File: src/logic/mtis_pkg.sv
// constants and opcode codes for the tail instruction execution unit
package mtis_pkg;
  localparam logic [3:0] OP_SWAP = 4'h0;
  localparam logic [3:0] OP_SWAP_W = 4'h1;
  localparam logic [3:0] OP_SKIP_NIL = 4'h2;
  localparam logic [3:0] OP_LOAD_SKIP = 4'h3;
  localparam logic [3:0] OP_SKIP_BIT = 4'h4;
  localparam logic [3:0] OP_TBL_CUR = 4'h5;
  localparam logic [3:0] OP_TBL_LAST = 4'h6;
  localparam logic [3:0] OP_XOR_MEM = 4'h7;
  localparam logic [3:0] OP_XOR_TO_MEM = 4'h8;
  localparam logic [3:0] OP_XOR_IMM = 4'h9;
  localparam int NIBBLE_W = 4;
  localparam int PC_W_DEF = 13;
  localparam int TP_W_DEF = 8;
  localparam logic [7:0] WREG_RST = 8'h00;
  localparam logic [7:0] TABLE_HIGH_LATCH_RST = 8'h00;
  localparam logic ZERO_RST = 1'b0;
  localparam int SKIP_CYCLES = 2;
  localparam int TABLE_CYCLES = 2;
  typedef enum logic [1:0] {
    ST_IDLE = 2'b00,
    ST_DUMMY = 2'b01,
    ST_TABLE = 2'b10
  } mtis_state_e;
endpackage

File: src/logic/mtis_alu.sv
// combinational byte operations: nibble swap, xor and nil tests
`timescale 1ns/1ns
module mtis_alu (
  input wire logic [7:0] i_mem,
  input wire logic [7:0] i_wreg,
  input wire logic [7:0] i_imm,
  input wire logic [2:0] i_bit_sel,
  input wire logic i_use_imm,
  output logic [7:0] o_swapped,
  output logic [7:0] o_xor,
  output logic o_xor_nil,
  output logic o_byte_nil,
  output logic o_bit_nil
);
  localparam int N = mtis_pkg::NIBBLE_W;
  // upper nibble to lower half, lower nibble to upper half
  assign o_swapped = {i_mem[N-1:0], i_mem[2*N-1:N]};
  assign o_xor = i_wreg ^ (i_use_imm ? i_imm : i_mem);
  assign o_xor_nil = (o_xor == 8'h00);
  assign o_byte_nil = (i_mem == 8'h00);
  assign o_bit_nil = ~i_mem[i_bit_sel];
endmodule

File: src/logic/mtis_exec.sv
// execution unit for nibble exchange, skip, table fetch and xor
`timescale 1ns/1ns
module mtis_exec #(
  parameter int PC_W = mtis_pkg::PC_W_DEF,
  parameter int TP_W = mtis_pkg::TP_W_DEF
) (
  input wire logic i_mclk,
  input wire logic i_rst_b,
  input wire logic i_ce,
  input wire logic i_issue,
  input wire logic [3:0] i_op,
  input wire logic [2:0] i_bit_sel,
  input wire logic [7:0] i_imm,
  input wire logic [7:0] i_mem_rdata,
  input wire logic [TP_W-1:0] i_table_pointer,
  input wire logic [PC_W-1:0] i_pc,
  input wire logic [15:0] i_rom_data,
  output logic o_ready,
  output logic o_discard,
  output logic [7:0] o_working_register,
  output logic [7:0] o_table_high_latch,
  output logic o_zero_flag,
  output logic o_mem_we,
  output logic [7:0] o_mem_wdata,
  output logic o_rom_en,
  output logic [PC_W-1:0] o_rom_addr
);
  localparam int PG_W = PC_W - TP_W;

  // refused at elaboration: the page field needs at least one bit
  if (TP_W < 1 || PG_W < 1) begin : g_width_check
    $error("table pointer must be narrower than program counter");
  end

  mtis_pkg::mtis_state_e state;
  mtis_pkg::mtis_state_e next_state;
  logic [7:0] swapped;
  logic [7:0] xor_res;
  logic xor_nil;
  logic byte_nil;
  logic bit_nil;
  logic accept;
  logic skip_hit;
  logic is_table;
  logic [PG_W-1:0] page;

  mtis_alu u_alu (
    .i_mem(i_mem_rdata),
    .i_wreg(o_working_register),
    .i_imm(i_imm),
    .i_bit_sel(i_bit_sel),
    .i_use_imm(i_op == mtis_pkg::OP_XOR_IMM),
    .o_swapped(swapped),
    .o_xor(xor_res),
    .o_xor_nil(xor_nil),
    .o_byte_nil(byte_nil),
    .o_bit_nil(bit_nil)
  );

  assign o_ready = (state == mtis_pkg::ST_IDLE);
  assign accept = i_ce && i_issue && o_ready;
  // the fetch side drops its prefetched word while the dummy cycle runs
  assign o_discard = (state == mtis_pkg::ST_DUMMY);
  assign o_rom_en = (state == mtis_pkg::ST_TABLE);
  assign is_table = (i_op == mtis_pkg::OP_TBL_CUR) ||
                    (i_op == mtis_pkg::OP_TBL_LAST);
  // last page is the page field forced to all ones
  assign page = (i_op == mtis_pkg::OP_TBL_LAST) ? {PG_W{1'b1}} :
                i_pc[PC_W-1:TP_W];

  always_comb begin
    unique case (i_op)
      mtis_pkg::OP_SKIP_NIL: skip_hit = byte_nil;
      mtis_pkg::OP_LOAD_SKIP: skip_hit = byte_nil;
      mtis_pkg::OP_SKIP_BIT: skip_hit = bit_nil;
      default: skip_hit = 1'b0;
    endcase
  end

  always_comb begin
    next_state = state;
    unique case (state)
      mtis_pkg::ST_IDLE: begin
        if (accept && skip_hit) begin
          next_state = mtis_pkg::ST_DUMMY;
        end else if (accept && is_table) begin
          next_state = mtis_pkg::ST_TABLE;
        end
      end
      mtis_pkg::ST_DUMMY: next_state = mtis_pkg::ST_IDLE;
      mtis_pkg::ST_TABLE: next_state = mtis_pkg::ST_IDLE;
      default: next_state = mtis_pkg::ST_IDLE;
    endcase
  end

  always_ff @(posedge i_mclk) begin
    if (!i_rst_b) begin
      state <= mtis_pkg::ST_IDLE;
    end else if (i_ce) begin
      state <= next_state;
    end
  end

  always_ff @(posedge i_mclk) begin
    if (!i_rst_b) begin
      o_working_register <= mtis_pkg::WREG_RST;
    end else if (accept) begin
      unique case (i_op)
        mtis_pkg::OP_SWAP_W: o_working_register <= swapped;
        mtis_pkg::OP_LOAD_SKIP: o_working_register <= i_mem_rdata;
        mtis_pkg::OP_XOR_MEM: o_working_register <= xor_res;
        mtis_pkg::OP_XOR_IMM: o_working_register <= xor_res;
        default: o_working_register <= o_working_register;
      endcase
    end
  end

  // only the xor forms touch the zero flag; every other op leaves it
  always_ff @(posedge i_mclk) begin
    if (!i_rst_b) begin
      o_zero_flag <= mtis_pkg::ZERO_RST;
    end else if (accept && (i_op == mtis_pkg::OP_XOR_MEM ||
                            i_op == mtis_pkg::OP_XOR_TO_MEM ||
                            i_op == mtis_pkg::OP_XOR_IMM)) begin
      o_zero_flag <= xor_nil;
    end
  end

  always_ff @(posedge i_mclk) begin
    if (!i_rst_b) begin
      o_mem_we <= 1'b0;
      o_mem_wdata <= 8'h00;
    end else if (i_ce) begin
      o_mem_we <= 1'b0;
      if (state == mtis_pkg::ST_TABLE) begin
        o_mem_we <= 1'b1;
        o_mem_wdata <= i_rom_data[7:0];
      end else if (accept && i_op == mtis_pkg::OP_SWAP) begin
        o_mem_we <= 1'b1;
        o_mem_wdata <= swapped;
      end else if (accept && i_op == mtis_pkg::OP_XOR_TO_MEM) begin
        o_mem_we <= 1'b1;
        o_mem_wdata <= xor_res;
      end
    end
  end

  always_ff @(posedge i_mclk) begin
    if (!i_rst_b) begin
      o_rom_addr <= '0;
    end else if (accept && is_table) begin
      o_rom_addr <= {page, i_table_pointer};
    end
  end

  always_ff @(posedge i_mclk) begin
    if (!i_rst_b) begin
      o_table_high_latch <= mtis_pkg::TABLE_HIGH_LATCH_RST;
    end else if (i_ce && state == mtis_pkg::ST_TABLE) begin
      o_table_high_latch <= i_rom_data[15:8];
    end
  end
endmodule

File: config.mk
export PLATFORM = sky130hd
export DESIGN_NAME = mtis_exec
export DESIGN_NICKNAME = d
export VERILOG_FILES = /design/src/logic/mtis_pkg.sv /design/src/logic/mtis_alu.sv /design/src/logic/mtis_exec.sv
export SDC_FILE = /design/constraint.sdc
export NUM_CORES = 1
export LEC_CHECK = 0
export BUFFER_PORTS_ARGS = -buffer_cell sky130_fd_sc_hd__clkbuf_2
export CORE_MARGIN = 10
export CORE_UTILIZATION = 40
export DETAILED_ROUTE_END_ITERATION = 16
export PLACE_DENSITY_LB_ADDON = 0.08
export SLEW_MARGIN = 20
export SYNTH_ARGS = -nofsm -noshare
export SYNTH_HDL_FRONTEND = slang
export SYNTH_SLANG_ARGS = --single-unit
File: constraint.sdc
create_clock -name i_mclk -period 1.7 [get_ports i_mclk]
set_clock_uncertainty 0.05 [all_clocks]
set_input_delay 0.34 -clock i_mclk [delete_from_list [all_inputs] [get_ports i_mclk]]
set_output_delay 0.34 -clock i_mclk [all_outputs]
set_load 0.02 [all_outputs]
; Word-level counts from Yosys, hierarchy flattened
; Index checks and enable logic that the tools add are counted.
[totals]
mem_bits_rw = 0
word_cells = 59
latch_bits = 0
input_bits = 64
reg_bits = 41
romBits = 0
mem_count = 0
output_inout_bits = 42
[classes]
reduce_logical = 22
multipliers = 0
n_div = 0
n_shift = 0
n_eq_ne = 12
mux = 15
add_sub_neg = 0
magnitude_cmp = 1
n_bitwise = 2
[op_table]
columns = op, count
row1 = 8-bit two-way mux, 4
row2 = 8-bit case mux with 3 select lines, 1
row3 = 4-bit by 3-bit == test with 1-bit output (second input constant), 4
row4 = 8-bit zero test, 2
row5 = 4-bit by 2-bit == test with 1-bit output (second input constant), 2
row6 = 4-bit == test (second input constant), 2
row7 = 1-bit logical AND, 8
row8 = 8-bit XOR, 1
row9 = 2-bit two-way mux, 3
row10 = 2-bit AND reduction, 3
row11 = 3-bit nonzero test, 2
row12 = 5-bit two-way mux, 1
row13 = 4-bit by 1-bit == test with 1-bit output (second input constant), 1
row14 = 4-bit zero test, 1
row15 = 3-bit by 4-bit < comparator with 1-bit output (second input constant), 1
row16 = 1-bit two-way mux, 4
row17 = 2-bit OR reduction, 2
row18 = 1-bit binary-select mux with 3-bit select, 1
row19 = 1-bit logical OR, 3
row20 = 3-bit by 1-bit inequality test with 1-bit output (second input constant), 1
row21 = 2-bit by 1-bit == test with 1-bit output (second input constant), 1
row22 = 2-bit == test (second input constant), 1
row23 = 2-bit zero test, 1
row24 = 1-bit case mux with 2 select lines, 1
row25 = 1-bit inverter, 1

; Longest topological paths before layout
[depth]
ltp_word = 7
ltp_mapped = 7
ltp_nobuf = 5

; By module
; Synthesis repeated with hierarchy kept, for this count alone.
[hier_totals]
cells_unflattened = 261
hier_area_um2 = 2328.5
[modules_own_cells]
columns = module, area_per_inst_um2, seq_area_each_um2, cells_per_inst, n_inst
row1 = mtis_exec, 2014.4, 820.8, 227, 1
row2 = mtis_alu, 314.1, 0.0, 34, 1

; Least setup slack after synthesis
; OpenSTA, ideal clock, no wires.
[synth_path]
path_kind = input to register
start = in i_ce
end = reg o_mem_wdata[7]
setup_ps = 128
setup_slack_ps = -102
cell_stages = 7
arrival_time_ps = 1624
required_ps = 1522
n_path_buf = 2
cell_sequence = buf_2 -> and4bb_2 -> and3_1 -> buf_6 -> mux2_4 -> a222oi_1 -> nor2_1
[synth_between]
elab_chain_cells = 5
word_cells_on_any_way = 8
classes_between = 2 x mux / 6 x reduce/logical
[synth_rtl]
columns = element, line
row1 = from (decl), mtis_exec.sv:9  ; input wire logic i_ce,
row2 = 1-bit logical AND (2 in series), mtis_exec.sv:61  ; assign accept = i_ce && i_issue && o_ready;
row3 = "1-bit logical AND, on equally long branches", "mtis_exec.sv:138, mtis_exec.sv:141"
row4 = 3-bit nonzero test (no line) or 8-bit two-way mux (tied branches), -
row5 = 2-bit AND reduction (no line) or 8-bit two-way mux (tied branches), -
row6 = to (signal assigned), mtis_exec.sv:137  ; o_mem_wdata <= i_rom_data[7:0];
row7 = to (signal assigned), mtis_exec.sv:140  ; o_mem_wdata <= swapped;
row8 = to (signal assigned), mtis_exec.sv:143  ; o_mem_wdata <= xor_res;
row9 = to (decl), mtis_exec.sv:24  ; output logic [7:0] o_mem_wdata,
; Parallel ways exist; a longest one is shown, timed or not.
; A chain may end at the register's enable or synchronous reset.

; Final worst setup path
[layout_path]
start = in i_op[2]
end = reg o_mem_wdata[6]
[layout_between]
elab_chain_cells = 6
word_cells_on_any_way = 12
classes_between = 2 x eq/ne / 4 x mux / 1 x bitwise / 5 x reduce/logical
[layout_rtl]
columns = element, line
row1 = from (decl), mtis_exec.sv:11  ; input wire logic [3:0] i_op,
row2 = 4-bit == test, mtis_exec.sv:52  ; .i_use_imm(i_op == mtis_pkg::OP_XOR_IMM),
row3 = 8-bit two-way mux, mtis_alu.sv:18  ; assign o_xor = i_wreg ^ (i_use_imm ? i_imm : i_mem);
row4 = 8-bit XOR, mtis_alu.sv:18
row5 = 8-bit two-way mux, mtis_exec.sv:141  ; end else if (accept && i_op == mtis_pkg::OP_XOR_TO_MEM) begin
row6 = 8-bit two-way mux, mtis_exec.sv:138  ; end else if (accept && i_op == mtis_pkg::OP_SWAP) begin
row7 = 8-bit two-way mux, mtis_exec.sv:135  ; if (state == mtis_pkg::ST_TABLE) begin
; Parallel ways exist; a longest one is shown, timed or not. The select of a mux whose other input is x is not followed.

==> metrics.log <==
[metrics] status: complete, no violations
[metrics] gate count after technology mapping: 246
[metrics] drt via density: 5.17
[metrics] Congestion Overflow GR: 0
[metrics] register area: 822 um^2
[metrics] worst path arrival time: 1830 ps
[metrics] Buf/Inv on CP: 2
[metrics] number of distinct library cell variants in the gate-level netlist after synthesis: 48
[metrics] number of failing hold endpoints at the final stage: 0
[metrics] power share of the clock group: 0.316
[metrics] biggest cell delay along the critical path: 340 ps
[metrics] transition at the pin with the smallest max-transition slack: 383 ps
[metrics] largest fanout on the critical path: 7
[metrics] area overhead of the layout relative to synthesis: 47.5%
[metrics] TritonCTS clock tree: done
[metrics] Slew headroom: 0.745
[metrics] maximum count of clock buffers along a single path: 2
[metrics] multi-input combinational cell area: 1380 um^2
[metrics] antenna-violating nets left: 0
[metrics] number of H-tree levels: 2
[metrics] number of filler instances in the final layout: 498
[metrics] TritonRoute pass-1 iters: 4
[metrics] mean cell area of the mapped netlist: 8.89 um^2
[metrics] master cell of the clock root buffer: sky130_fd_sc_hd__clkbuf_8
[metrics] standard-cell rows: 26
[metrics] flip-flop and latch count after synthesis: 41
[metrics] Post-DP HPWL: 5.76 mm
[metrics] largest net degree at the start of global routing: 34
[metrics] cell type group with the largest total delay on the critical path: multiplexers
[metrics] total count of max-transition violations in the final report: 0
[metrics] type of the worst setup path: in -> reg
[metrics] die extent in x: 93.9 um
[metrics] setup repair after global routing missed its margin: true
[metrics] Initial Util: 0.420
[metrics] number of setup violations in the final report: 0
[metrics] vias in the first global route: 2355
[metrics] sequential cell fraction of total power: 0.472
[metrics] via total after detailed routing: 2305
[metrics] final cell utilization of the core: 0.619
[metrics] period utilisation layout: 0.986
[metrics] Hold Crit Start: i_rom_data[13]
[metrics] number of clock sinks: 41
[metrics] layout net count: 440
[metrics] Routability Congestion: 0.879
[metrics] Die Height: 93.9 um
[metrics] Synthesis Warnings: 0
[metrics] number of buffers inserted by port buffering: 97
[metrics] clock-pin slew reported for the worst setup and hold paths after clock tree synthesis: 80 ps
[metrics] timing startpoint of the critical path: i_op[2]
[metrics] number of antenna violations at the first check in global routing: 0
[metrics] Sw Share: 0.277
[metrics] prevailing post-synth register cell: sky130_fd_sc_hd__dfxtp_1
[metrics] layout cells sized above 1: 0.460
[metrics] Fmax achieved: 597 MHz
[metrics] Post-synth EDFFs: 0
[metrics] combinational share of power: 0.212
[metrics] share of flip-flops with an asynchronous set or reset: 0
[metrics] total wire length: 7.33 mm
[metrics] switching pwr: 0.583 mW
[metrics] internal power of the cells: 1.52 mW
[metrics] boundary pin count: 106
[metrics] leading cell type by number of instances after synthesis: sky130_fd_sc_hd__dfxtp_1
[metrics] sequential share of the synthesized area: 0.376
[metrics] worst skew pair latency: 290 ps
[metrics] Reg2Reg Launch Point: state[1]$_SDFFE_PN0P_
[metrics] series of cell instances along the critical path: clkbuf_2 -> nor4bb_4 -> buf_12 -> mux2i_4 -> xnor2_1 -> mux2i_1 -> a221oi_1
[metrics] hold-fix buffer count after cts: 0
[metrics] worst-case vdd ir drop: 333 uV
[metrics] post-synth design cell area: 2190 um^2
[metrics] most area-hungry cell type in the Yosys netlist: sky130_fd_sc_hd__dfxtp_1
[metrics] Critical Path End Type: flop
[metrics] Commonest cells post-synth: 41 x sky130_fd_sc_hd__dfxtp_1, 25 x sky130_fd_sc_hd__nand2_1, 23 x sky130_fd_sc_hd__nor2_1
[metrics] area inside the core boundary: 5200 um^2
[metrics] worst hold path class: in -> reg
[metrics] area of the die: 8820 um^2
[metrics] DRC: 0
[metrics] Startpoint Class: primary input
[metrics] slowest stage cell, crit path: sky130_fd_sc_hd__nor4bb_4
[metrics] routed wirelength normalized by instance count: 16.4 um
[metrics] leakage component of the power: 1.43 nW
[metrics] number of buffers created by CTS: 5
[metrics] cell types occupying the most area after synthesis: sky130_fd_sc_hd__dfxtp_1 38%, sky130_fd_sc_hd__mux2i_1 8.2%, sky130_fd_sc_hd__nand2_1 4.3%
[metrics] top cell type's share of synthesized area: 0.376
[metrics] DRT iter0 DRCs: 111
[metrics] Overall Power: 2.10 mW
[metrics] number of antenna repair diodes: 0
[metrics] shortest clock period the worst path allows after layout: 1680 ps
[metrics] Global Route Usage Sum: 0.163
[metrics] Synthesized Nets: 310
[metrics] power density over the cells: 653 nW/um^2
[metrics] number of maximum-capacitance violations: 0
[metrics] global-route wire length before repair: 11.7 mm
[metrics] worst endpoint required time: 1850 ps
## metal layers
layer | global-route usage | share of wire | vias to the layer above
met5 | 0 | 0 | -
met1 | 0.208 | 0.45 | 1029
li1 | - | - | 1175
met3 | 0.0600 | 0.091 | 8
met2 | 0.254 | 0.45 | 93
met4 | 0.0405 | 0.012 | 0
## power groups by stage
stage | registers, mW | clock network, mW | logic [mW]
final | 0.994 | 0.665 | 0.446
after global routing | 0.997 | 0.719 | 0.484
after CTS | 0.992 | 0.685 | 0.422
after detailed placement | 1.02 | 0 | 0.420
after global placement | 1.01 | 0 | 0.417
after floorplan | 1.04 | 0 | 0.189
## worst paths after layout
path | end | slack, ps | cells past startpoint
setup / recovery | o_mem_wdata[6]$_SDFFE_PN0P_ | 20 | 7
hold / removal | o_table_high_latch[5]$_SDFFE_PN0P_ | 210 | 3
setup reg to reg | o_mem_wdata[7]$_SDFFE_PN0P_ | 40 | 5
hold reg to reg | o_table_high_latch[7]$_SDFFE_PN0P_ | 410 | 2
## registers in the layout (all words and copies together) (netlist names)
register and count:
o_mem_wdata 8, o_mem_we 1, o_rom_addr 13, o_table_high_latch 8, o_working_register 8, o_zero_flag 1, state 2
## logic make-up (layout without fill, tap and decap cells)
group,count (synthesis),count (layout),share of synthesized area
buffers and inverters,20,150,0.0486
multiplexers,21,21,0.110
AO/OA/AOI/OAI,66,66,0.204
flip-flops,41,41,0.376
AND/OR/NAND/NOR,89,89,0.226
XOR/XNOR,9,9,0.0361
## cell usage in the layout (no fill, tap or decap), types with 5 or more instances in the layout
master	synthesis	layout
sky130_fd_sc_hd__o21ai_0	8	8
sky130_fd_sc_hd__nor2b_1	8	7
sky130_fd_sc_hd__buf_4	2	41
sky130_fd_sc_hd__xnor2_2	0	5
sky130_fd_sc_hd__a221oi_1	9	7
sky130_fd_sc_hd__and3_1	8	7
sky130_fd_sc_hd__mux2i_1	18	12
sky130_fd_sc_hd__o22ai_1	6	6
sky130_fd_sc_hd__a21oi_1	18	18
sky130_fd_sc_hd__clkbuf_8	0	6
sky130_fd_sc_hd__dfxtp_1	41	40
sky130_fd_sc_hd__nand2_1	25	25
sky130_fd_sc_hd__nor2_1	23	22
sky130_fd_sc_hd__clkbuf_2	0	97
## worst min-delay path, stage by stage
cell	delay (ps)
sky130_fd_sc_hd__clkbuf_2	80
sky130_fd_sc_hd__nand2_1	40
sky130_fd_sc_hd__a21oi_1	50
## what timing repair did
| action | 4_1_cts | 5_1_grt |
|---|---|---|
| buffers inserted | 0 | 0 |
| endpoints found under the setup margin | 0 | 24 |
| gates resized for setup | 0 | 16 |
## layout make-up
type | instances | area share
Clock buffer | 6 | 0.0256
Sequential cell | 41 | 0.255
Clock inverter | 1 | 0.00233
Multi-Input combinational cell | 185 | 0.428
Inverter | 3 | 0.00349
Timing Repair Buffer | 140 | 0.259
Tap cell | 70 | 0.0272
## metrics by stage
stage	hold slack, ps	std cells	instance area (um^2)	TNS [ps]	setup slack, ps
detailed placement	397	439	3040	-3260	-293
global route	213	446	3220	-130	-47.8
global placement	391	439	3040	-2770	-224
finish	214	446	3220	0	24.2
CTS	208	446	3130	0	7.77
floorplan	426	246	2230	-37.1	-35.9
Power figures use the tool's default switching activity.
